## src/pkg/kdn_pkg.sv

```systemverilog
// Shared constants and types for the keyword detection notifier
package kdn_pkg;

   // Register offsets
   localparam logic [7:0] OFF_CTRL      = 8'h00;
   localparam logic [7:0] OFF_PIN_MASK  = 8'h04;
   localparam logic [7:0] OFF_PERIOD    = 8'h08;
   localparam logic [7:0] OFF_COUNT     = 8'h0C;
   localparam logic [7:0] OFF_HID_MAP   = 8'h10;
   localparam logic [7:0] OFF_MODEL     = 8'h14;
   localparam logic [7:0] OFF_IRQ_STAT  = 8'h18;
   localparam logic [7:0] OFF_IRQ_MASK  = 8'h1C;
   localparam logic [7:0] OFF_STATE     = 8'h20;

   // Control field positions and reset value
   localparam int CTRL_EN_PULSE = 0;
   localparam int CTRL_EN_COUNT = 1;
   localparam int CTRL_EN_HID   = 2;
   localparam logic [2:0] CTRL_RESET = 3'h6;

   // Map register field positions
   localparam int MAP_REPORT_LSB = 0;
   localparam int MAP_BYTE_POS   = 2;
   localparam int MAP_BIT_LSB    = 3;
   localparam int MAP_TABLE_LSB  = 8;
   localparam int MAP_SOURCE_LSB = 12;

   // Only the detector's own map table and source are accepted
   localparam logic [3:0] DET_MAP_TABLE  = 4'h2;
   localparam logic [3:0] DET_MAP_SOURCE = 4'h0;

   // Report selectors
   localparam logic [1:0] RPT_KEYBOARD  = 2'h1;
   localparam logic [1:0] RPT_CONSUMER  = 2'h2;
   localparam logic [1:0] RPT_TELEPHONY = 2'h3;
   localparam int HID_RPT_NUM  = 3;
   localparam int HID_RPT_BITS = 16;
   // Keyboard byte 0 bits 4 and up are reserved
   localparam logic [2:0] KBD_RSVD_FIRST = 3'h4;

   // Interrupt status bit positions
   localparam int IRQ_DETECT     = 0;
   localparam int IRQ_PULSE_DONE = 1;
   localparam int IRQ_MAP_REJECT = 2;
   localparam int IRQ_MODEL_REJ  = 3;
   localparam int IRQ_BITS       = 4;

   // Model size limit in kilobytes
   localparam logic [8:0] MODEL_MAX_KB = 9'h0FA;

   // Reset values of the pulse path
   localparam logic [3:0]  PIN_MASK_RESET = 4'h0;
   localparam logic [15:0] PERIOD_RESET   = 16'h000A;

   // Timing
   localparam int CLK_PERIOD_NS  = 25;
   localparam int PULSE_UNIT_MS  = 10;
   localparam int HID_HOLD_MS    = 300;
   localparam int PULSE_UNIT_CYC = PULSE_UNIT_MS * 1000000 / CLK_PERIOD_NS;
   localparam int HID_HOLD_CYC   = HID_HOLD_MS * 1000000 / CLK_PERIOD_NS;

   // Report bit selection
   typedef struct packed {
      logic [1:0] report;
      logic       byte_sel;
      logic [2:0] bit_sel;
   } kdn_hid_map_t;

   // Three report images driven to the HID endpoint
   typedef struct packed {
      logic [HID_RPT_BITS-1:0] telephony;
      logic [HID_RPT_BITS-1:0] consumer;
      logic [HID_RPT_BITS-1:0] keyboard;
   } kdn_hid_rpt_t;

   // Settings delivered once from the boot configuration store
   typedef struct packed {
      logic [2:0]   enables;
      logic [3:0]   pin_mask;
      logic [15:0]  period;
      kdn_hid_map_t map;
      logic [8:0]   model_kb;
   } kdn_boot_cfg_t;

endpackage

```

## src/logic/kdn_notify.sv

```systemverilog
// Keyword detection notifier: pin pulse, counter and HID report paths
// What this block does
// - Each detection pulses every general output whose pin mask bit is set.
// - Pulse length is the programmed period times ten milliseconds.
// - Pin mask and period come from registers or boot configuration.
// - A counter adds one per detection and reads back its value.
// - Host may write the counter; a zero write restarts counting.
// - Pulse, counter and HID paths each have their own enable.
// - HID path sets the mapped report bit, clears it 300 ms later.
// - Three reports exist: keyboard, consumer and telephony.
// - Default mapping is keyboard byte 0 bit 0; bits 4-7 reserved.
// - Boot configuration may remap detection to other report, byte, bit.
// - Detection arrives as a strobe from the pipeline output watcher.
// - Without a loaded model no detection is ever raised.
// - Models up to 250 kB are accepted, only one active.
// - A zero pin mask disables the pulse path.
`timescale 1ns/1ps
module kdn_notify #(
   parameter int TICK_CYCLES = kdn_pkg::PULSE_UNIT_CYC,
   parameter int HID_CYCLES  = kdn_pkg::HID_HOLD_CYC,
   parameter int COUNT_W     = 32
) (
   // Clock and reset
   input  wire logic                 CLOCK,
   input  wire logic                 RST_N,
   // Detector strobe
   input  wire logic                 DETECT_STROBE,
   // Boot configuration
   input  wire logic                 BOOT_VALID,
   input  wire kdn_pkg::kdn_boot_cfg_t BOOT_CFG,
   // Register port
   input  wire logic [7:0]           ADDR,
   input  wire logic [31:0]          WDATA,
   input  wire logic                 WR,
   input  wire logic                 RD,
   output logic [31:0]               RDATA,
   // Notification outputs
   output logic [3:0]                GENERAL_OUTPUT,
   output kdn_pkg::kdn_hid_rpt_t     HID_REPORTS,
   output logic                      IRQ
);

   logic [2:0]                      ctrl_ff;
   logic [3:0]                      pin_mask_ff;
   logic [15:0]                     period_ff;
   logic [COUNT_W-1:0]              count_ff;
   kdn_pkg::kdn_hid_map_t           map_ff;
   logic [8:0]                      model_kb_ff;
   logic                            model_ok_ff;
   logic [kdn_pkg::IRQ_BITS-1:0]    irq_stat_ff;
   logic [kdn_pkg::IRQ_BITS-1:0]    irq_mask_ff;
   logic [3:0]                      gpo_sel_ff;
   logic [3:0]                      gpo_ff;
   kdn_pkg::kdn_hid_map_t           hid_lat_ff;
   kdn_pkg::kdn_hid_rpt_t           rpt_ff;
   logic                            pulse_prev_ff;
   logic [31:0]                     rdata_ff;
   logic                            irq_ff;
   logic                            pulse_active;
   logic                            hid_active;

   // Address decode
   wire wr_ctrl  = WR && (ADDR == kdn_pkg::OFF_CTRL);
   wire wr_mask  = WR && (ADDR == kdn_pkg::OFF_PIN_MASK);
   wire wr_per   = WR && (ADDR == kdn_pkg::OFF_PERIOD);
   wire wr_cnt   = WR && (ADDR == kdn_pkg::OFF_COUNT);
   wire wr_map   = WR && (ADDR == kdn_pkg::OFF_HID_MAP);
   wire wr_model = WR && (ADDR == kdn_pkg::OFF_MODEL);
   wire wr_istat = WR && (ADDR == kdn_pkg::OFF_IRQ_STAT);
   wire wr_imask = WR && (ADDR == kdn_pkg::OFF_IRQ_MASK);

   // Path enables
   wire en_pulse = ctrl_ff[kdn_pkg::CTRL_EN_PULSE];
   wire en_count = ctrl_ff[kdn_pkg::CTRL_EN_COUNT];
   wire en_hid   = ctrl_ff[kdn_pkg::CTRL_EN_HID];

   // Detection gated by a loaded model
   wire det = DETECT_STROBE && model_ok_ff;

   // Path starts; zero mask or zero period never starts a pulse
   wire start_pulse = det && en_pulse && (pin_mask_ff != 4'h0)
                      && (period_ff != 16'h0000);
   wire start_hid   = det && en_hid;

   // Map request from the bus, checked before acceptance
   wire [3:0] req_table  = WDATA[kdn_pkg::MAP_TABLE_LSB +: 4];
   wire [3:0] req_source = WDATA[kdn_pkg::MAP_SOURCE_LSB +: 4];
   // Fields regrouped from register layout into struct order
   wire kdn_pkg::kdn_hid_map_t req_map = {
      WDATA[kdn_pkg::MAP_REPORT_LSB +: 2], WDATA[kdn_pkg::MAP_BYTE_POS],
      WDATA[kdn_pkg::MAP_BIT_LSB +: 3]};
   wire map_req_ok = (req_table == kdn_pkg::DET_MAP_TABLE)
                     && (req_source == kdn_pkg::DET_MAP_SOURCE)
                     && map_legal(req_map);
   wire map_take   = wr_map && map_req_ok;
   wire map_refuse = wr_map && !map_req_ok;

   // Model size check
   wire [8:0] req_kb      = WDATA[8:0];
   wire       model_fits  = (req_kb <= kdn_pkg::MODEL_MAX_KB);
   wire       model_refuse = wr_model && !model_fits;
   wire       boot_fits   = (BOOT_CFG.model_kb <= kdn_pkg::MODEL_MAX_KB);

   // A report bit is legal if a report is named and is not reserved
   function automatic logic map_legal(input kdn_pkg::kdn_hid_map_t m);
      map_legal = (m.report != 2'h0)
                  && !((m.report == kdn_pkg::RPT_KEYBOARD) && !m.byte_sel
                       && (m.bit_sel >= kdn_pkg::KBD_RSVD_FIRST));
   endfunction

   // Interrupt events
   wire pulse_done = pulse_prev_ff && !pulse_active;
   wire [kdn_pkg::IRQ_BITS-1:0] irq_evt = {
      model_refuse, map_refuse, pulse_done, det};

   // Configuration registers; a bus write overrides boot data
   always_ff @(posedge CLOCK or negedge RST_N) begin
      if (!RST_N) begin
         ctrl_ff     <= kdn_pkg::CTRL_RESET;
         pin_mask_ff <= kdn_pkg::PIN_MASK_RESET;
         period_ff   <= kdn_pkg::PERIOD_RESET;
         irq_mask_ff <= '0;
      end else begin
         ctrl_ff     <= wr_ctrl ? WDATA[2:0] :
                        BOOT_VALID ? BOOT_CFG.enables : ctrl_ff;
         pin_mask_ff <= wr_mask ? WDATA[3:0] :
                        BOOT_VALID ? BOOT_CFG.pin_mask : pin_mask_ff;
         period_ff   <= wr_per ? WDATA[15:0] :
                        BOOT_VALID ? BOOT_CFG.period : period_ff;
         irq_mask_ff <= wr_imask ? WDATA[kdn_pkg::IRQ_BITS-1:0] : irq_mask_ff;
      end
   end

   // Report mapping, default keyboard byte 0 bit 0
   always_ff @(posedge CLOCK or negedge RST_N) begin
      if (!RST_N) begin
         map_ff <= '{report: kdn_pkg::RPT_KEYBOARD, byte_sel: 1'b0,
                     bit_sel: 3'h0};
      end else if (map_take) begin
         map_ff <= req_map;
      end else if (BOOT_VALID && map_legal(BOOT_CFG.map)) begin
         map_ff <= BOOT_CFG.map;
      end
   end

   // One model slot; a zero size unloads, oversize is refused
   always_ff @(posedge CLOCK or negedge RST_N) begin
      if (!RST_N) begin
         model_kb_ff <= '0;
         model_ok_ff <= 1'b0;
      end else if (wr_model && model_fits) begin
         model_kb_ff <= req_kb;
         model_ok_ff <= (req_kb != 9'h000);
      end else if (BOOT_VALID && boot_fits) begin
         model_kb_ff <= BOOT_CFG.model_kb;
         model_ok_ff <= (BOOT_CFG.model_kb != 9'h000);
      end
   end

   // Detection counter; the host write wins so only later hits count
   always_ff @(posedge CLOCK or negedge RST_N) begin
      if (!RST_N) begin
         count_ff <= '0;
      end else if (wr_cnt) begin
         count_ff <= WDATA[COUNT_W-1:0];
      end else if (det && en_count) begin
         count_ff <= count_ff + COUNT_W'(1);
      end
   end

   // Sticky status; a new event beats a same-cycle clear
   always_ff @(posedge CLOCK or negedge RST_N) begin
      if (!RST_N) begin
         irq_stat_ff <= '0;
         irq_ff      <= 1'b0;
      end else begin
         irq_stat_ff <= (irq_stat_ff
                         & ~(wr_istat ? WDATA[kdn_pkg::IRQ_BITS-1:0] : '0))
                        | irq_evt;
         irq_ff      <= |(irq_stat_ff & irq_mask_ff);
      end
   end

   // Pulse timer in 10 ms units
   kdn_timer #(.PRE(TICK_CYCLES), .UW(16)) u_pulse_tmr (
      .clk    (CLOCK),
      .rst_n  (RST_N),
      .start  (start_pulse),
      .units  (period_ff),
      .active (pulse_active)
   );

   // HID hold timer, one 300 ms unit
   kdn_timer #(.PRE(HID_CYCLES), .UW(1)) u_hid_tmr (
      .clk    (CLOCK),
      .rst_n  (RST_N),
      .start  (start_hid),
      .units  (1'b1),
      .active (hid_active)
   );

   // Mask and map latched at detection so a rewrite cannot glitch outputs
   always_ff @(posedge CLOCK or negedge RST_N) begin
      if (!RST_N) begin
         gpo_sel_ff    <= '0;
         gpo_ff        <= '0;
         hid_lat_ff    <= '0;
         pulse_prev_ff <= 1'b0;
      end else begin
         gpo_sel_ff    <= start_pulse ? pin_mask_ff : gpo_sel_ff;
         gpo_ff        <= pulse_active ? gpo_sel_ff : 4'h0;
         hid_lat_ff    <= start_hid ? map_ff : hid_lat_ff;
         pulse_prev_ff <= pulse_active;
      end
   end

   // One-hot bit within a report image
   wire [kdn_pkg::HID_RPT_BITS-1:0] hid_bit =
      kdn_pkg::HID_RPT_BITS'(1) << {hid_lat_ff.byte_sel, hid_lat_ff.bit_sel};
   wire [kdn_pkg::HID_RPT_NUM*kdn_pkg::HID_RPT_BITS-1:0] rpt_nxt;

   // Three report images, each driven only when selected
   genvar r;
   generate
      for (r = 0; r < kdn_pkg::HID_RPT_NUM; r++) begin : g_rpt
         assign rpt_nxt[r*kdn_pkg::HID_RPT_BITS +: kdn_pkg::HID_RPT_BITS] =
            (hid_active && (hid_lat_ff.report == 2'(r + 1))) ?
            hid_bit : '0;
      end
   endgenerate

   always_ff @(posedge CLOCK or negedge RST_N) begin
      if (!RST_N) begin
         rpt_ff <= '0;
      end else begin
         rpt_ff <= kdn_pkg::kdn_hid_rpt_t'(rpt_nxt);
      end
   end

   // Read selection; unmapped addresses read zero
   wire [31:0] rd_mux =
      (ADDR == kdn_pkg::OFF_CTRL)     ? {29'h0, ctrl_ff} :
      (ADDR == kdn_pkg::OFF_PIN_MASK) ? {28'h0, pin_mask_ff} :
      (ADDR == kdn_pkg::OFF_PERIOD)   ? {16'h0, period_ff} :
      (ADDR == kdn_pkg::OFF_COUNT)    ? 32'(count_ff) :
      (ADDR == kdn_pkg::OFF_HID_MAP)  ? {16'h0, kdn_pkg::DET_MAP_SOURCE,
                                         kdn_pkg::DET_MAP_TABLE, 2'h0,
                                         map_ff.bit_sel, map_ff.byte_sel,
                                         map_ff.report} :
      (ADDR == kdn_pkg::OFF_MODEL)    ? {22'h0, model_ok_ff, model_kb_ff} :
      (ADDR == kdn_pkg::OFF_IRQ_STAT) ? {28'h0, irq_stat_ff} :
      (ADDR == kdn_pkg::OFF_IRQ_MASK) ? {28'h0, irq_mask_ff} :
      (ADDR == kdn_pkg::OFF_STATE)    ? {30'h0, hid_active, pulse_active} :
      32'h0000_0000;

   // Read data valid only in the cycle after the strobe
   always_ff @(posedge CLOCK or negedge RST_N) begin
      if (!RST_N) begin
         rdata_ff <= '0;
      end else begin
         rdata_ff <= RD ? rd_mux : 32'h0000_0000;
      end
   end

   assign RDATA          = rdata_ff;
   assign GENERAL_OUTPUT = gpo_ff;
   assign HID_REPORTS    = rpt_ff;
   assign IRQ            = irq_ff;

   // Helper counters measuring how long each path stays active
   logic [63:0] pulse_len_ff;
   logic [63:0] hid_len_ff;
   logic [15:0] per_lat_ff;
   always_ff @(posedge CLOCK or negedge RST_N) begin
      if (!RST_N) begin
         pulse_len_ff <= '0;
         hid_len_ff   <= '0;
         per_lat_ff   <= '0;
      end else begin
         pulse_len_ff <= start_pulse ? 64'h0 :
                         pulse_active ? pulse_len_ff + 64'h1 : pulse_len_ff;
         hid_len_ff   <= start_hid ? 64'h0 :
                         hid_active ? hid_len_ff + 64'h1 : hid_len_ff;
         per_lat_ff   <= start_pulse ? period_ff : per_lat_ff;
      end
   end
endmodule

```

## src/logic/kdn_timer.sv

```systemverilog
// Restartable duration timer counting prescaled units
`timescale 1ns/1ps
module kdn_timer #(
   parameter int PRE = 400000,
   parameter int UW  = 16
) (
   // Clock and reset
   input  wire logic          clk,
   input  wire logic          rst_n,
   // Control
   input  wire logic          start,
   input  wire logic [UW-1:0] units,
   // Status
   output logic               active
);

   logic [31:0]   pre_cnt_ff;
   logic [UW-1:0] unit_cnt_ff;
   logic [UW-1:0] units_ff;
   logic          active_ff;

   // End of one unit and of the whole run
   wire last_pre  = (pre_cnt_ff == 32'(PRE - 1));
   wire last_unit = (unit_cnt_ff == units_ff - UW'(1));

   // A start always reloads, so a repeat detection restarts the run
   always_ff @(posedge clk or negedge rst_n) begin
      if (!rst_n) begin
         pre_cnt_ff  <= '0;
         unit_cnt_ff <= '0;
         units_ff    <= '0;
         active_ff   <= 1'b0;
      end else if (start) begin
         pre_cnt_ff  <= '0;
         unit_cnt_ff <= '0;
         units_ff    <= units;
         active_ff   <= (units != '0);
      end else if (active_ff) begin
         pre_cnt_ff  <= last_pre ? 32'h0000_0000 : pre_cnt_ff + 32'h0000_0001;
         unit_cnt_ff <= last_pre ? unit_cnt_ff + UW'(1) : unit_cnt_ff;
         active_ff   <= !(last_pre && last_unit);
      end
   end

   assign active = active_ff;

endmodule

```

## config.mk

```make
export PLATFORM = sky130hd
export DESIGN_NAME = kdn_notify
export DESIGN_NICKNAME = d
export VERILOG_FILES = /design/src/pkg/kdn_pkg.sv /design/src/logic/kdn_notify.sv /design/src/logic/kdn_timer.sv
export SDC_FILE = /design/constraint.sdc
export NUM_CORES = 1
export LEC_CHECK = 0
export ABC_AREA = 1
export ABC_CLOCK_PERIOD_IN_PS = 2800
export BUFFER_PORTS_ARGS = -buffer_cell sky130_fd_sc_hd__buf_2
export CAP_MARGIN = 20
export CORE_AREA = 2 2 168 170
export DETAILED_ROUTE_END_ITERATION = 12
export DIE_AREA = 0 0 170 172
export PLACE_DENSITY = 0.75
export SYNTH_ARGS = -nofsm -noshare
export SYNTH_HDL_FRONTEND = slang
export SYNTH_HIERARCHICAL = 1
export SYNTH_SLANG_ARGS = --single-unit
```

## constraint.sdc

```tcl
create_clock -name CLOCK -period 2.8 [get_ports CLOCK]
set_input_delay 0.56 -clock CLOCK [delete_from_list [all_inputs] [get_ports CLOCK]]
set_output_delay 0.56 -clock CLOCK [all_outputs]
set_load 0.05 [all_outputs]
```

# Yosys cells after proc, flatten, opt, wreduce, memory -nomap -nowiden
# Cells that the tools add are included.
# word_totals
regBits	275
output_inout_bits	85
wordCells	173
# classes
addsub	7
magnitude_cmp	4
n_eq_ne	18
n_shift	1
mux	45
bitwise	4
reduce_logical	64
# ops
operator	n
two-way mux 32 bit	13
two-way mux 16 bit	8
adder 32 x 1 -> 32 bit, second input constant	3
logical AND 1 bit	34
equality test 32 x 19 -> 1 bit, second input constant	1
equality test 32 x 24 -> 1 bit, second input constant	1
equality test 8 x 5 -> 1 bit, second input constant	4
two-way mux 4 bit	6
nonzero test 2 bit	12
two-way mux 10 bit	2
<= comparator 9 x 8 -> 1 bit, second input constant	2
two-way mux 9 bit	2
nonzero test 9 bit	2
adder 16 x 1 -> 16 bit, second input constant	1
equality test 16 bit	1
equality test 8 x 4 -> 1 bit, second input constant	2
nonzero test 16 bit	1
<< shifter 1 x 4 -> 16 bit, first input constant	1
subtractor 16 x 1 -> 16 bit, second input constant	1
two-way mux 6 bit	2
zero test 1 bit	9
two-way mux 1 bit	9
AND 4 bit	2
equality test 8 x 3 -> 1 bit, second input constant	1
other kinds (17)	23

# Depth between registers and ports, before layout
# logic_depth
word_depth	11
depth_mapped	15
ltp_nobuf	15

# Modules after synthesis
# Netlist, hierarchy kept.
# modules_own_cells
module	n_inst	cells_each	area_per_inst_um2	seq_area_each_um2
kdn_notify	1	952	8210.4	4385.5
kdn_timer (u_pulse_tmr)	1	633	4401.7	1626.6
kdn_timer (u_hid_tmr)	1	337	2228.4	875.8

# Worst setup path after synthesis
# Ideal clock, no wire load.
# synth_path
kind	input port to flip-flop
startpoint	input DETECT_STROBE
endpoint	register u_pulse_tmr.pre_cnt_ff[15]
setup_ns	0.118
arrival_time_ns	2.021
required_time_ns	2.682
slack_ns	0.660
stages	13
path_buffers	1
cell_sequence	nand2_1 > nor3_1 > nand2_1 > inv_1 > buf_2 > nor2_4 > inv_2 > nand3_1 > nor2_1 > nand2_1 > nor2_1 > xor2_1 > nor2_1
# synth_between
elab_chain_cells	5
word_cells_on_any_way	6
cone_classes	mux: 1; reduce/logical: 5
# synth_lines
element	line	source
from (decl)	kdn_notify.sv:27	input wire logic DETECT_STROBE,
logical AND 1 bit *	kdn_notify.sv:78	wire det = DETECT_STROBE && model_ok_ff;
logical AND 1 bit * (2 in a row)	kdn_notify.sv:81	wire start_pulse = det && en_pulse && (pin_mask_ff != 4'h0)
logical AND 1 bit *	kdn_notify.sv:82	&& (period_ff != 16'h0000);
via start_pulse	kdn_notify.sv:81	
two-way mux 32 bit or nonzero test 2 bit (tied branches)	--	
to (signal assigned)	kdn_timer.sv:39	pre_cnt_ff <= last_pre ? 32'h0000_0000 : pre_cnt_ff + 32'h0000_0001;
to (decl)	kdn_timer.sv:17	logic [31:0] pre_cnt_ff;
# Mark *: on every way through the listed nets, which the timed path passes. The rest lies on a longest branch.
# A chain may end at the register's enable or synchronous reset.

# Final worst setup path
# layout_path
startpoint	register model_ok_ff
endpoint	register u_pulse_tmr.pre_cnt_ff[15]
# layout_between
elab_chain_cells	5
word_cells_on_any_way	6
cone_classes	mux: 1; reduce/logical: 5
# layout_lines
element	line	source
from (decl)	kdn_notify.sv:49	logic model_ok_ff;
from (signal assigned)	kdn_notify.sv:153	model_ok_ff <= (req_kb != 9'h000);
from (signal assigned)	kdn_notify.sv:156	model_ok_ff <= (BOOT_CFG.model_kb != 9'h000);
logical AND 1 bit *	kdn_notify.sv:78	
logical AND 1 bit * (2 in a row)	kdn_notify.sv:81	
logical AND 1 bit *	kdn_notify.sv:82	
via start_pulse	kdn_notify.sv:81	
two-way mux 32 bit or nonzero test 2 bit (tied branches)	--	
# Marks and branches as above.

==> flow_metrics.env <==
export IMPL_start_kind="flip-flop"
export IMPL_final_nets=2187
export IMPL_cap_violations=0
export IMPL_htree_levels=1
export IMPL_p_total_mw=12.4
export IMPL_track_usage_pct=28.8
export IMPL_hold_class="in -> reg"
export IMPL_area_sequential_sq_um=6890
export IMPL_netlist_instances=1922
export IMPL_gp_congestion=0.967
export IMPL_multi_input_area_sq_um=6870
export IMPL_die_w_microns=170
export IMPL_drt_iter0_drc=1286
export IMPL_cts_root_buf="clkbuf_16"
export IMPL_tightest_slew_ps=812
export IMPL_power_leakage_nw=8.16
export IMPL_area_growth_pct=16.6
export IMPL_critical_path_max_stage_delay_ps=390
export IMPL_post_cts_buffers=0
export IMPL_crit_fanout=10
export IMPL_crit_type="reg -> reg"
export IMPL_drc=0
export IMPL_grt_pass1_wl_microns=67400
export IMPL_antenna_found_initial=0
export IMPL_layout_commonest_cell="nand2_1"
export IMPL_synth_cell_types=57
export IMPL_finalWirelength_microns=41800
export IMPL_synth_edf_count=0
export IMPL_post_drt_wl_per_cell_microns=16.9
export IMPL_path_cells="nand2_1, nor3_1, nand2_1, inv_1, nor2_4, inv_2, nand3_1, nor2_1, nand2_1, nor2_1, xor2_1, nor2_1"
export IMPL_vias=13981
export IMPL_cts_hold_buf=1
export IMPL_synthArstFlopShare_pct=100
export IMPL_synthTopCellsByArea="dfrtp_1, nand2_1, nor2_1, nand3_1, inv_1"
export IMPL_critPathCaptureType="flip-flop"
export IMPL_clk_latency_ps=570
export IMPL_port_buffers=168
export IMPL_final_util_pct=63.0
export IMPL_postRouteAntennaNets=0
export IMPL_final_layout_size_suffix_gt1_share_pct=15.1
export IMPL_min_period_ps=2410
export IMPL_grt_ovfl_total=0
export IMPL_drv_slew=0
export IMPL_avgSynthCellArea_sq_um=7.72
export IMPL_dp_cells=2410
export IMPL_clk_pin_slew_worst_paths_ps=60
export IMPL_hold_viol=0
export IMPL_first_global_vias=13424
export IMPL_cts_tree="done"
export IMPL_cts_sinks=275
export IMPL_synth_net_count=2011
export IMPL_final_cell_mix="nand2_1, nor2_1, dfrtp_1"
export IMPL_max_clock_freq_mhz=415
export IMPL_finalSetupViolCount=0
export IMPL_grt_max_degree=62
export IMPL_clock_skew_ps=9.58
export IMPL_synth_area_sq_um=14800
export IMPL_yosys_area_top_type="dfrtp_1"
export IMPL_clockBufferDepth=3
export IMPL_ys_flop_type="dfrtp_1"
export IMPL_drt_vias_per_instance=5.66
export IMPL_hpwl_microns=30300
export IMPL_required_ps=3230
export IMPL_row_count=61
export IMPL_rsz0062_at_grt="false"
export IMPL_synth_seq_area_share_pct=46.4
export IMPL_fill_cells=2449
export IMPL_power_density_nw_per_um2=716
export IMPL_initial_core_util_pct=54.0
export IMPL_fin_setup_tns_ps=0
export IMPL_synth_top_area_share_pct=45.5
export IMPL_die_h_microns=172
export IMPL_diodes=0
export IMPL_ctsResizeCount=0
export IMPL_cts_made_buffers=31
export IMPL_slew_limit_headroom_pct=45.7
export IMPL_slowest_stage="dfrtp_1"
export IMPL_core_area_sq_um=27500
export IMPL_fin_crit_sh_pct=86.1
export IMPL_dr_pass1_iters=6
export IMPL_status="completed"
export IMPL_synth_seq_cells=275
export IMPL_finalNonFillerCells=2468
export IMPL_cp_arrival_ps=2840
export IMPL_irDropWorstVdd_v=0.000539
export IMPL_die_area_sq_um=29200
export IMPL_synth_warnings=6
export IMPL_io_pins=169
-- layer usage --
metal / part of all wire [%] / global-route usage (%)
met1: 42 / 37.7
met2: 49 / 49.5
met3: 6.2 / 4.07
met4: 3.0 / 9.48
met5: 0 / 0
-- where the power goes --
group	switching [mW]	internal, mW	leakage [nW]	total, mW
Sequential	0.687	4.53	3.64	5.22
Clock	1.67	3.07	0.595	4.74
Combinational	1.61	0.822	3.93	2.43
Total	3.96	8.43	8.16	12.4
-- path summary, 6_finish.rpt --
path / from / to / slack (ps) / cells past startpoint
min in group asynchronous: RST_N / u_pulse_tmr/pre_cnt_ff[18] / 500 / 2
worst max register to register: model_ok_ff / u_pulse_tmr/pre_cnt_ff[15] / 390 / 12
worst min register to register: gpo_sel_ff[0] / GENERAL_OUTPUT[0] / 470 / 2
worst min-delay path: WDATA[17] / count_ff[17] / 210 / 3
worst max-delay path: model_ok_ff / u_pulse_tmr/pre_cnt_ff[15] / 390 / 12
max in group asynchronous: RST_N / ctrl_ff[1] / 1520 / 3
-- synth_stat cells (20+ instances only) --
cell type	count
o21ai_1	20
clkbuf_1	24
inv_1	190
dfrtp_1	270
nand2_1	446
nand3_1	185
o21ai_0	77
o211ai_1	32
nor2_1	283
xor2_1	47
a21oi_1	30
nand4_1	58
nor3_1	59
-- cell families after synthesis --
kind of cell               synth area share (%)
buffers and inverters                      7.28
xor gates and xnor gates                   3.66
DFF                                        46.4
muxes                                    0.0759
AOI/OAI and AO/OA                          8.46
and+or+nand+nor                            33.7
other                                    0.0253
adders and majority gates                 0.422
-- per-stage QoR --
stage                     setup WS, ps  area (sq um)  hold slack [ps]
after floorplan                    660         14800              264
after global placement             299         16100              454
after detailed placement           192         16100              457
after CTS                          402         17300              196
after global routing               168         17300              216
final                              391         17300              212
-- registers in the layout, summed over array words and instances (netlist names), 3 cells and up --
signal and flops:
irq_stat_ff 4, u_pulse_tmr/pre_cnt_ff 32, u_pulse_tmr/unit_cnt_ff 16, RDATA 32, count_ff 32, GENERAL_OUTPUT 4
u_hid_tmr/pre_cnt_ff 32, irq_mask_ff 4, gpo_sel_ff 4, u_pulse_tmr/units_ff 16, ctrl_ff 3, pin_mask_ff 4
hid_lat_ff 6, map_ff 6, model_kb_ff 9, HID_REPORTS 48, period_ff 16
-- worst max-delay path, delay by kind of cell, from the launching register on --
kind / cells / cell delay [ps]
XOR/XNOR: 1 / 150
buffers and inverters: 2 / 380
AND/OR/NAND/NOR: 9 / 1340
flip-flops: 1 / 390
-- cell type report --
class | instances | share of cell area, %
timing repair buffer | 197 | 6.48
tap | 346 | 2.50
inverter | 210 | 4.58
clock buffer | 39 | 4.94
clock inverter | 18 | 2.01
multi-input combinational | 1383 | 39.7
sequential | 275 | 39.8
No activity file was read; power rests on OpenSTA's default activity.
